--- config.mk ---
export PLATFORM = sky130hd
export DESIGN_NAME = serial_lane_config_regs
export DESIGN_NICKNAME = d
export VERILOG_FILES = /design/src/rtl/lane_cfg_pkg.sv /design/src/rtl/lane_checksum.sv /design/src/rtl/serial_lane_config_regs.sv
export SDC_FILE = /design/constraint.sdc
export NUM_CORES = 1
export LEC_CHECK = 0
export BUFFER_PORTS_ARGS = -buffer_cell sky130_fd_sc_hd__clkbuf_2
export CORE_AREA = 2 2 217 219
export CTS_CLUSTER_DIAMETER = 50
export DETAILED_ROUTE_END_ITERATION = 12
export DIE_AREA = 0 0 219 221
export PLACE_DENSITY = 0.53
export SLEW_MARGIN = 20
export SYNTH_ARGS = -nofsm -noshare
export SYNTH_HDL_FRONTEND = slang
export SYNTH_HIERARCHICAL = 1
export SYNTH_SLANG_ARGS = --single-unit
--- constraint.sdc ---
create_clock -name pclk -period 1.23 [get_ports pclk]
set_input_delay 0.123 -clock pclk [delete_from_list [all_inputs] [get_ports pclk]]
set_output_delay 0.123 -clock pclk [all_outputs]
set_load 0.02 [all_outputs]
--- src/rtl/lane_cfg_pkg.sv ---
package lane_cfg_pkg;
	localparam int data_width = 32;
	localparam int addr_width = 16;
	localparam int byte_width = 8;
	localparam int lane_count = 8;
	localparam int checksum_count = 4;
	localparam int map_width = 3;
	localparam int param_bytes = 14;

	// printed offsets are register indices; byte address is four times the index
	localparam logic [11:0] idx_lane0_checksum = 12'h05a0;
	localparam logic [11:0] idx_lane1_checksum = 12'h05a1;
	localparam logic [11:0] idx_lane2_checksum = 12'h05a2;
	localparam logic [11:0] idx_lane3_checksum = 12'h05a3;
	localparam logic [11:0] idx_lane_force_powerdown = 12'h05b0;
	localparam logic [11:0] idx_lane_map_phys0_phys1 = 12'h05b2;

	localparam logic [7:0] rst_lane0_checksum = 8'hc3;
	localparam logic [7:0] rst_lane1_checksum = 8'hc4;
	localparam logic [7:0] rst_lane2_checksum = 8'hc5;
	localparam logic [7:0] rst_lane3_checksum = 8'hc6;
	localparam logic [7:0] rst_lane_force_powerdown = 8'h00;
	localparam logic [2:0] rst_phys0_map = 3'h0;
	localparam logic [2:0] rst_phys1_map = 3'h1;

	localparam int pos_phys0_map = 0;
	localparam int pos_phys1_map = 4;
endpackage

--- src/rtl/lane_checksum.sv ---
`timescale 1ns/1ps
module lane_checksum #(
	parameter int num_params = 14,
	parameter logic [7:0] reset_value = 8'h00
) (
	input wire logic pclk,
	input wire logic presetn,
	input wire logic [num_params*8-1:0] link_params,
	output logic [7:0] checksum
);
	logic [7:0] next_checksum;

	// modulo 256 falls out of the 8-bit accumulator wrapping
	always_comb begin
		next_checksum = 8'h00;
		for (int i = 0; i < num_params; i++) begin
			next_checksum = 8'(next_checksum + link_params[i*8 +: 8]);
		end
	end

	always_ff @(posedge pclk or negedge presetn) begin
		if (!presetn) begin
			checksum <= reset_value;
		end else begin
			checksum <= next_checksum;
		end
	end
endmodule // lane_checksum

--- src/rtl/serial_lane_config_regs.sv ---
// Implementation choice: register access over APB.
`timescale 1ns/1ps
// Operation
// - lane 1 checksum is the lane 1 parameter sum modulo 256, read only
// - lane 2 checksum is the lane 2 parameter sum modulo 256, read only
// - lane 3 checksum is the lane 3 parameter sum modulo 256, read only
// - power-down bit 7 forces physical lane 7 down; resets to 0
// - bits 6, 5, 4 force physical lanes 6, 5, 4 down; reset 0
// - bits 3 and 2 force physical lanes 3 and 2 down when set
// - bits 1 and 0 force physical lanes 1 and 0 down when set
// - cleared bits keep lanes running; all eight bits read and write
// - map bits 6:4 choose logical lane for physical lane 1; reset 1
// - map bits 2:0 choose logical lane for physical lane 0; reset 0
// - lane 0 checksum is the lane 0 parameter sum modulo 256, read only
module serial_lane_config_regs #(
	parameter int num_params = lane_cfg_pkg::param_bytes
) (
	input wire logic pclk,
	input wire logic presetn,
	input wire logic psel,
	input wire logic penable,
	input wire logic pwrite,
	input wire logic [lane_cfg_pkg::addr_width-1:0] paddr,
	input wire logic [lane_cfg_pkg::data_width-1:0] pwdata,
	input wire logic [3:0] pstrb,
	output logic [lane_cfg_pkg::data_width-1:0] prdata,
	output logic pready,
	output logic pslverr,
	input wire logic [num_params*8-1:0] lane0_link_params,
	input wire logic [num_params*8-1:0] lane1_link_params,
	input wire logic [num_params*8-1:0] lane2_link_params,
	input wire logic [num_params*8-1:0] lane3_link_params,
	output logic [lane_cfg_pkg::lane_count-1:0] lane_powerdown,
	output logic [lane_cfg_pkg::map_width-1:0] phys0_logical_lane,
	output logic [lane_cfg_pkg::map_width-1:0] phys1_logical_lane
);
	localparam logic [7:0] checksum_reset [lane_cfg_pkg::checksum_count] = '{
		lane_cfg_pkg::rst_lane0_checksum, lane_cfg_pkg::rst_lane1_checksum,
		lane_cfg_pkg::rst_lane2_checksum, lane_cfg_pkg::rst_lane3_checksum};
	localparam logic [11:0] checksum_index [lane_cfg_pkg::checksum_count] = '{
		lane_cfg_pkg::idx_lane0_checksum, lane_cfg_pkg::idx_lane1_checksum,
		lane_cfg_pkg::idx_lane2_checksum, lane_cfg_pkg::idx_lane3_checksum};

	logic [num_params*8-1:0] params [lane_cfg_pkg::checksum_count];
	logic [7:0] checksum [lane_cfg_pkg::checksum_count];
	logic [lane_cfg_pkg::data_width-1:0] next_prdata;
	logic next_pready;
	logic next_pslverr;
	logic [lane_cfg_pkg::lane_count-1:0] next_lane_powerdown;
	logic [lane_cfg_pkg::map_width-1:0] next_phys0_logical_lane;
	logic [lane_cfg_pkg::map_width-1:0] next_phys1_logical_lane;
	logic setup_phase;
	logic write_commit;

	// byte address of a register index
	function automatic logic hits(input logic [lane_cfg_pkg::addr_width-1:0] addr,
		input logic [11:0] index);
		hits = addr == {2'b00, index, 2'b00};
	endfunction

	assign params[0] = lane0_link_params;
	assign params[1] = lane1_link_params;
	assign params[2] = lane2_link_params;
	assign params[3] = lane3_link_params;

	// checksums follow the parameters continuously, one cycle behind
	generate
		for (genvar g = 0; g < lane_cfg_pkg::checksum_count; g++) begin : gen_checksum
			lane_checksum #(
				.num_params(num_params),
				.reset_value(checksum_reset[g])
			) u_checksum (
				.pclk(pclk),
				.presetn(presetn),
				.link_params(params[g]),
				.checksum(checksum[g])
			);
		end
	endgenerate

	assign setup_phase = psel && !penable;
	// pready is high only in the access cycle, so a write lands exactly once
	assign write_commit = psel && penable && pready && pwrite && pstrb[0];

	always_comb begin
		next_pready = setup_phase;
		next_pslverr = 1'b0;
		next_prdata = '0;
		if (setup_phase) begin
			next_pslverr = 1'b1;
			for (int i = 0; i < lane_cfg_pkg::checksum_count; i++) begin
				if (hits(paddr, checksum_index[i])) begin
					next_pslverr = 1'b0;
					next_prdata = {24'h00_0000, checksum[i]};
				end
			end
			if (hits(paddr, lane_cfg_pkg::idx_lane_force_powerdown)) begin
				next_pslverr = 1'b0;
				next_prdata = {24'h00_0000, lane_powerdown};
			end
			if (hits(paddr, lane_cfg_pkg::idx_lane_map_phys0_phys1)) begin
				next_pslverr = 1'b0;
				next_prdata = '0;
				next_prdata[lane_cfg_pkg::pos_phys1_map +: 3] = phys1_logical_lane;
				next_prdata[lane_cfg_pkg::pos_phys0_map +: 3] = phys0_logical_lane;
			end
		end
	end

	// checksum indices are never written; reserved bits are simply not stored
	always_comb begin
		next_lane_powerdown = lane_powerdown;
		next_phys0_logical_lane = phys0_logical_lane;
		next_phys1_logical_lane = phys1_logical_lane;
		if (write_commit && hits(paddr, lane_cfg_pkg::idx_lane_force_powerdown)) begin
			next_lane_powerdown = pwdata[7:0];
		end
		if (write_commit && hits(paddr, lane_cfg_pkg::idx_lane_map_phys0_phys1)) begin
			next_phys1_logical_lane = pwdata[lane_cfg_pkg::pos_phys1_map +: 3];
			next_phys0_logical_lane = pwdata[lane_cfg_pkg::pos_phys0_map +: 3];
		end
	end

	always_ff @(posedge pclk or negedge presetn) begin
		if (!presetn) begin
			prdata <= '0;
			pready <= 1'b0;
			pslverr <= 1'b0;
			lane_powerdown <= lane_cfg_pkg::rst_lane_force_powerdown;
			phys0_logical_lane <= lane_cfg_pkg::rst_phys0_map;
			phys1_logical_lane <= lane_cfg_pkg::rst_phys1_map;
		end else begin
			prdata <= next_prdata;
			pready <= next_pready;
			pslverr <= next_pslverr;
			lane_powerdown <= next_lane_powerdown;
			phys0_logical_lane <= next_phys0_logical_lane;
			phys1_logical_lane <= next_phys1_logical_lane;
		end
	end
endmodule // serial_lane_config_regs

**Word level (Yosys, flattened, before mapping)**

Index checks and enable logic that the tools add are counted.

- Output and inout port bits: 48
- Word-level logic and storage cells: 90
- Bits in read-only memories: 0
- Bits in latches: 0
- Memory bits (writable): 0
- Memories: 0
- Flip-flop bits (word level): 80

- Shift operators: 0
- Div/mod/pow operators: 0
- Bitwise logic cells: 0
- Magnitude comparators: 0
- Reductions and logical operators: 8
- Equal/unequal tests: 6
- Multipliers: 0
- Multiplexer cells: 14
- $add $sub $neg: 52

Operators with widths:

| kind | number |
|---|---|
| $add 8x8->8 | 52 |
| $mux 32 | 6 |
| $eq 16x13->1 const B | 6 |
| $mux 8 | 1 |
| $logic_and 1x1->1 | 7 |
| $mux 1 | 7 |
| $logic_not 1->1 | 1 |

**Logic depth before layout (Yosys ltp)**

- Depth in word-level cells: 13
- Depth in mapped cells: 20
- Gate-level depth less buffers: 20

**Cells and area by module**

The synthesis kept the hierarchy.

Modules (own cells, without submodules):

| module | times used | area an instance (um2) | cells each | seq. area each (um2) |
|---|---|---|---|---|
| lane_checksum at gen_checksum[0].u_checksum ... | 3 | 2603.7 | 250 | 205.2 |
| lane_checksum at gen_checksum[1].u_checksum | 1 | 2602.5 | 250 | 203.9 |
| serial_lane_config_regs | 1 | 1634.1 | 162 | 601.8 |

**Worst setup path after synthesis**

No wires, ideal clock.

- Path kind: input -> register
- Start: input port lane0_link_params[2]
- End: register gen_checksum[0].u_checksum.checksum[7]
- Library setup time: 0.075 ns
- Buffers on the path: 0
- Stages on the path: 18
- Slack: -3.397 ns
- Data arrival time: 4.551 ns
- Required time: 1.155 ns
- Path through: inv_1 > fa_1 > inv_1 > fa_1 > fa_1 > fa_1 > inv_1 > fa_1 > inv_1 > fa_1 > inv_1 > fa_1 > nor2b_1 > o21ai_0 > a21oi_1 > o21a_1 > nor2_1 > xnor2_1

- Word-level cells in the longest chain between the ends: 13

RTL lines:

| what | RTL line | source |
|---|---|---|
| start, declared | serial_lane_config_regs.sv:29 | `input wire logic [num_params*8-1:0] lane0_link_params,` |
| $add 8x8->8 (13 in series) | lane_checksum.sv:17 | `next_checksum = 8'(next_checksum + link_params[i*8 +: 8]);` |
| named net gen_checksum[0].u_checksum.next_checksum[7] | lane_checksum.sv:11 | `logic [7:0] next_checksum;` |
| end signal, assigned | lane_checksum.sv:23 | `checksum <= reset_value;` |
| end signal, assigned | lane_checksum.sv:25 | `checksum <= next_checksum;` |
| end, declared | lane_checksum.sv:9 | `output logic [7:0] checksum` |

The timed path passes the listed nets, and every way through them passes these cells.
A chain may end at the register's enable or synchronous reset.

**Final worst setup path**

- Start: input port lane0_link_params[51]
- End: register gen_checksum[0].u_checksum.checksum[7]

- Word-level cells in the longest chain between the ends: 8

RTL lines:

| what | RTL line |
|---|---|
| $add 8x8->8 (8 in series) | lane_checksum.sv:17 |
| named net gen_checksum[0].u_checksum.next_checksum[7] | lane_checksum.sv:11 |

The timed path passes the listed nets, and every way through them passes these cells.

==> impl_metrics.yaml <==
cells_and_area:
  drive_gt1_share_pct: 44.92
  nets: 2597
  multi_input_area_sq_um: 9642
  fillers: 4776
  syn2layout_area_growth_pct: 41.35
  register_area_sq_um: 1421
die:
  die_area_sq_um: 48400
  core_area_sq_um: 46060
  row_count: 79
  start_util_pct: 26.16
  die_y_um: 221
  io_pins: 553
  die_w_um: 219
critical_path:
  crit_path_start_kind: "input port"
  slowest_delay_ps: 580
  endpoint_kind: "flip-flop"
  critPathKind: "in -> reg"
  arrival_ps: 4560
  cp_cell_sequence: "clkbuf_2 > fa_1 > inv_1 > fa_1 > inv_1 > fa_1 > fa_1 > fa_1 > inv_1 > fa_1 > inv_1 > ha_4 > nor2b_2 > o21ai_2 > a21oi_2 > o21a_1 > nor2_1 > xnor2_1"
  crit_slowest_cell: "fa_1"
  worstPathRequired_ps: 1460
  cp_max_fo: 2
  path_common_cell: "fa_1"
detailed_routing:
  drt_wl_total_um: 34720
  drt_iter0_drc: 124
  drc_errors: 0
  firstDrtPassIters: 4
  vias: 9207
  post_drt_wl_per_cell_um: 14.77
  routed_via_density: 3.918
  antenna_left: 0
yosys:
  synthDistinctLibCells: 51
  synth_edf_count: 0
  ys_top_cells_by_area: "fa_1 49%, inv_1 14%, dfrtp_1 8.3%"
  synth-main-ff-cell: "dfrtp_1"
  yosysMostFrequentCell: "inv_1"
  syn-cell-area_sq_um: 12050
  syn_inst: 1162
  ys_warn_count: 6
  synthArstFlopShare_pct: 100.0
  synth_top_area_share_pct: 49.18
  synth_top_cells_by_count: "464 x inv_1, 296 x fa_1, 104 x xnor2_1"
  yosysTopAreaCell: "fa_1"
  seq_area_frac_synth_pct: 11.80
  synth-seq-cells: 56
  syn_area_per_cell_sq_um: 10.37
global_route:
  grt-ovfl-total: 0
  grt_pass1_vias: 10640
  antenna_found_initial: 5
  grt_max_degree: 57
  grt_pass1_wl_um: 55120
  grt_use_total_pct: 14.78
timing:
  clock_skew_ps: 7.078
  post-route-period-util_pct: 352.0
  setup_viol: 54
  grt_setup_unrepaired: "yes"
  hold_ws_ps: 59.11
  fmax_mhz: 231.0
  fin_crit_ps: 4330
  drv_slew: 0
  final-hold-violation-count: 0
  finalWorstSetupSlack_ps: -3100
pwr:
  irDropWorstVdd_uv: 3745
  leakage_nw: 9.125
  power_w: 0.06632
  power_density_nw_per_um2: 3894
placement:
  dpl.hpwl_um: 32700
  place.port_buffers: 501
  pre_cts_ws_ps: -3527
  gp_congestion: 0.8860
job:
  drv_cap: 0
clocking:
  clk_pin_slew_worst_paths_ps: 80
  htree_levels: 2
  root_buffer: "clkbuf_16"
  cts_made_buffers: 5
  cts_max_path_buffers: 2
  cts.sinks: 56
  cts_tree: "built"
  clk_latency_ps: 300
run_status:
  violations: "negative setup slack"
  status: "complete, but fails checks"
min_path:
  hp-class: "in -> reg"
cell families after synthesis:
logic type,after synthesis,share of synthesized area (%)
mux,22,2.077
buf+inv,495,16.21
flops,56,11.80
compound gates,62,3.313
other cells,1,0.03113
xor+xnor,116,8.433
simple gates,58,3.136
fa+ha+maj,352,55.00
per-stage QoR:
step	area (sq um)	std cells	setup TNS, ps	util (%)
final	17030	2350	-81530	36.97
after CTS	16690	2342	-81980	36.24
after global routing	17030	2349	-86350	36.97
after detailed placement	15870	2328	-102760	34.45
after floorplan	12330	1185	-85590	-
after global placement	15870	2328	-102180	34.45
metal layers:
| metal | track usage [%] | share of wire (%) | vias to the layer above |
|---|---|---|---|
| met4 | 1.504 | 0.66 | 4 |
| met2 | 28.41 | 55 | 294 |
| met1 | 16.93 | 37 | 4541 |
| met5 | 0 | 0.069 | - |
| li1 | - | - | 4350 |
| met3 | 3.464 | 7.5 | 18 |
state kept, by name, summed over array words and instances, names as in the netlist:
register and cells:
gen_checksum.u_checksum/checksum 32, lane_powerdown 8, prdata 8, phys0_logical_lane 3, phys1_logical_lane 3, pready 1
pslverr 1
path summary, 6_finish.rpt:
path,slack [ps],depth (start not counted),endpoint,startpoint
max in group asynchronous,550,3,gen_checksum[1].u_checksum/checksum[2]$_DFF_PN1_,presetn
min in group asynchronous,360,3,prdata[4]$_DFF_PN0_,presetn
worst min register to register,540,1,lane_powerdown[7]$_DFFE_PN0P_,lane_powerdown[7]$_DFFE_PN0P_
worst max register to register,-210,5,prdata[4]$_DFF_PN0_,gen_checksum[2].u_checksum/checksum[4]$_DFF_PN0_
worst max-delay path,-3100,18,gen_checksum[0].u_checksum/checksum[7]$_DFF_PN1_,lane0_link_params[51]
worst min-delay path,60,2,lane_powerdown[3]$_DFFE_PN0P_,pwdata[3]
layout by cell type (no fill, tap or decap), types with 4 or more instances in the layout:
cell type,Yosys,routed
xnor2_1,104,96
ha_4,0,36
o21ai_0,21,12
a21oi_2,0,12
o21ai_2,0,5
inv_2,0,47
xnor2_2,0,5
xor2_1,12,12
mux2_2,13,13
nand2_1,5,5
mux2i_1,7,7
clkbuf_2,0,483
a221oi_2,0,5
ha_1,56,20
inv_1,464,414
conb_1,1,24
nor3_4,0,4
o21a_1,4,4
nor2_2,0,6
and3_1,9,9
fa_2,0,13
a211oi_2,0,4
buf_4,25,60
a21o_1,4,4
nor2_1,12,6
fa_1,296,283
dfstp_2,16,16
dfrtp_1,40,40
clkbuf_16,0,5
buf_6,0,30
worst max-delay path, delay by kind of cell:
family / cells / cell delay (ps)
adders and majority gates: 7 / 3330
AOI/OAI and AO/OA: 3 / 370
xor gates and xnor gates: 1 / 130
and+or+nand+nor: 2 / 270
buffers and inverters: 5 / 310
power by group:
part           switching, W  internal [W]  leakage, nW
Clock              0.000709      0.000765       0.0742
Sequential         0.000337       0.00360        0.684
Combinational        0.0284        0.0325         8.37
Total                0.0294        0.0369         9.12
cell type report:
cell class / count / area share [%]
clock inverters: 3 / 0.1322
inverters: 464 / 10.30
diodes: 2 / 0.02939
repair buffers: 579 / 19.38
well taps: 607 / 4.460
flip-flops and latches: 56 / 8.346
multi-input cells: 634 / 56.62
clock buffers: 5 / 0.7347
repair_timing:
| action | in CTS | in global routing |
|---|---|---|
| setup buffers | 10 | 8 |
| endpoints found under the setup margin | 55 | 56 |
| pin swaps | 48 | 54 |
| resized for setup | 92 | 93 |
| hold buffers | 1 | 0 |
| hold endpoints to repair | 40 | 0 |
No activity file was read; power rests on OpenSTA's default activity.
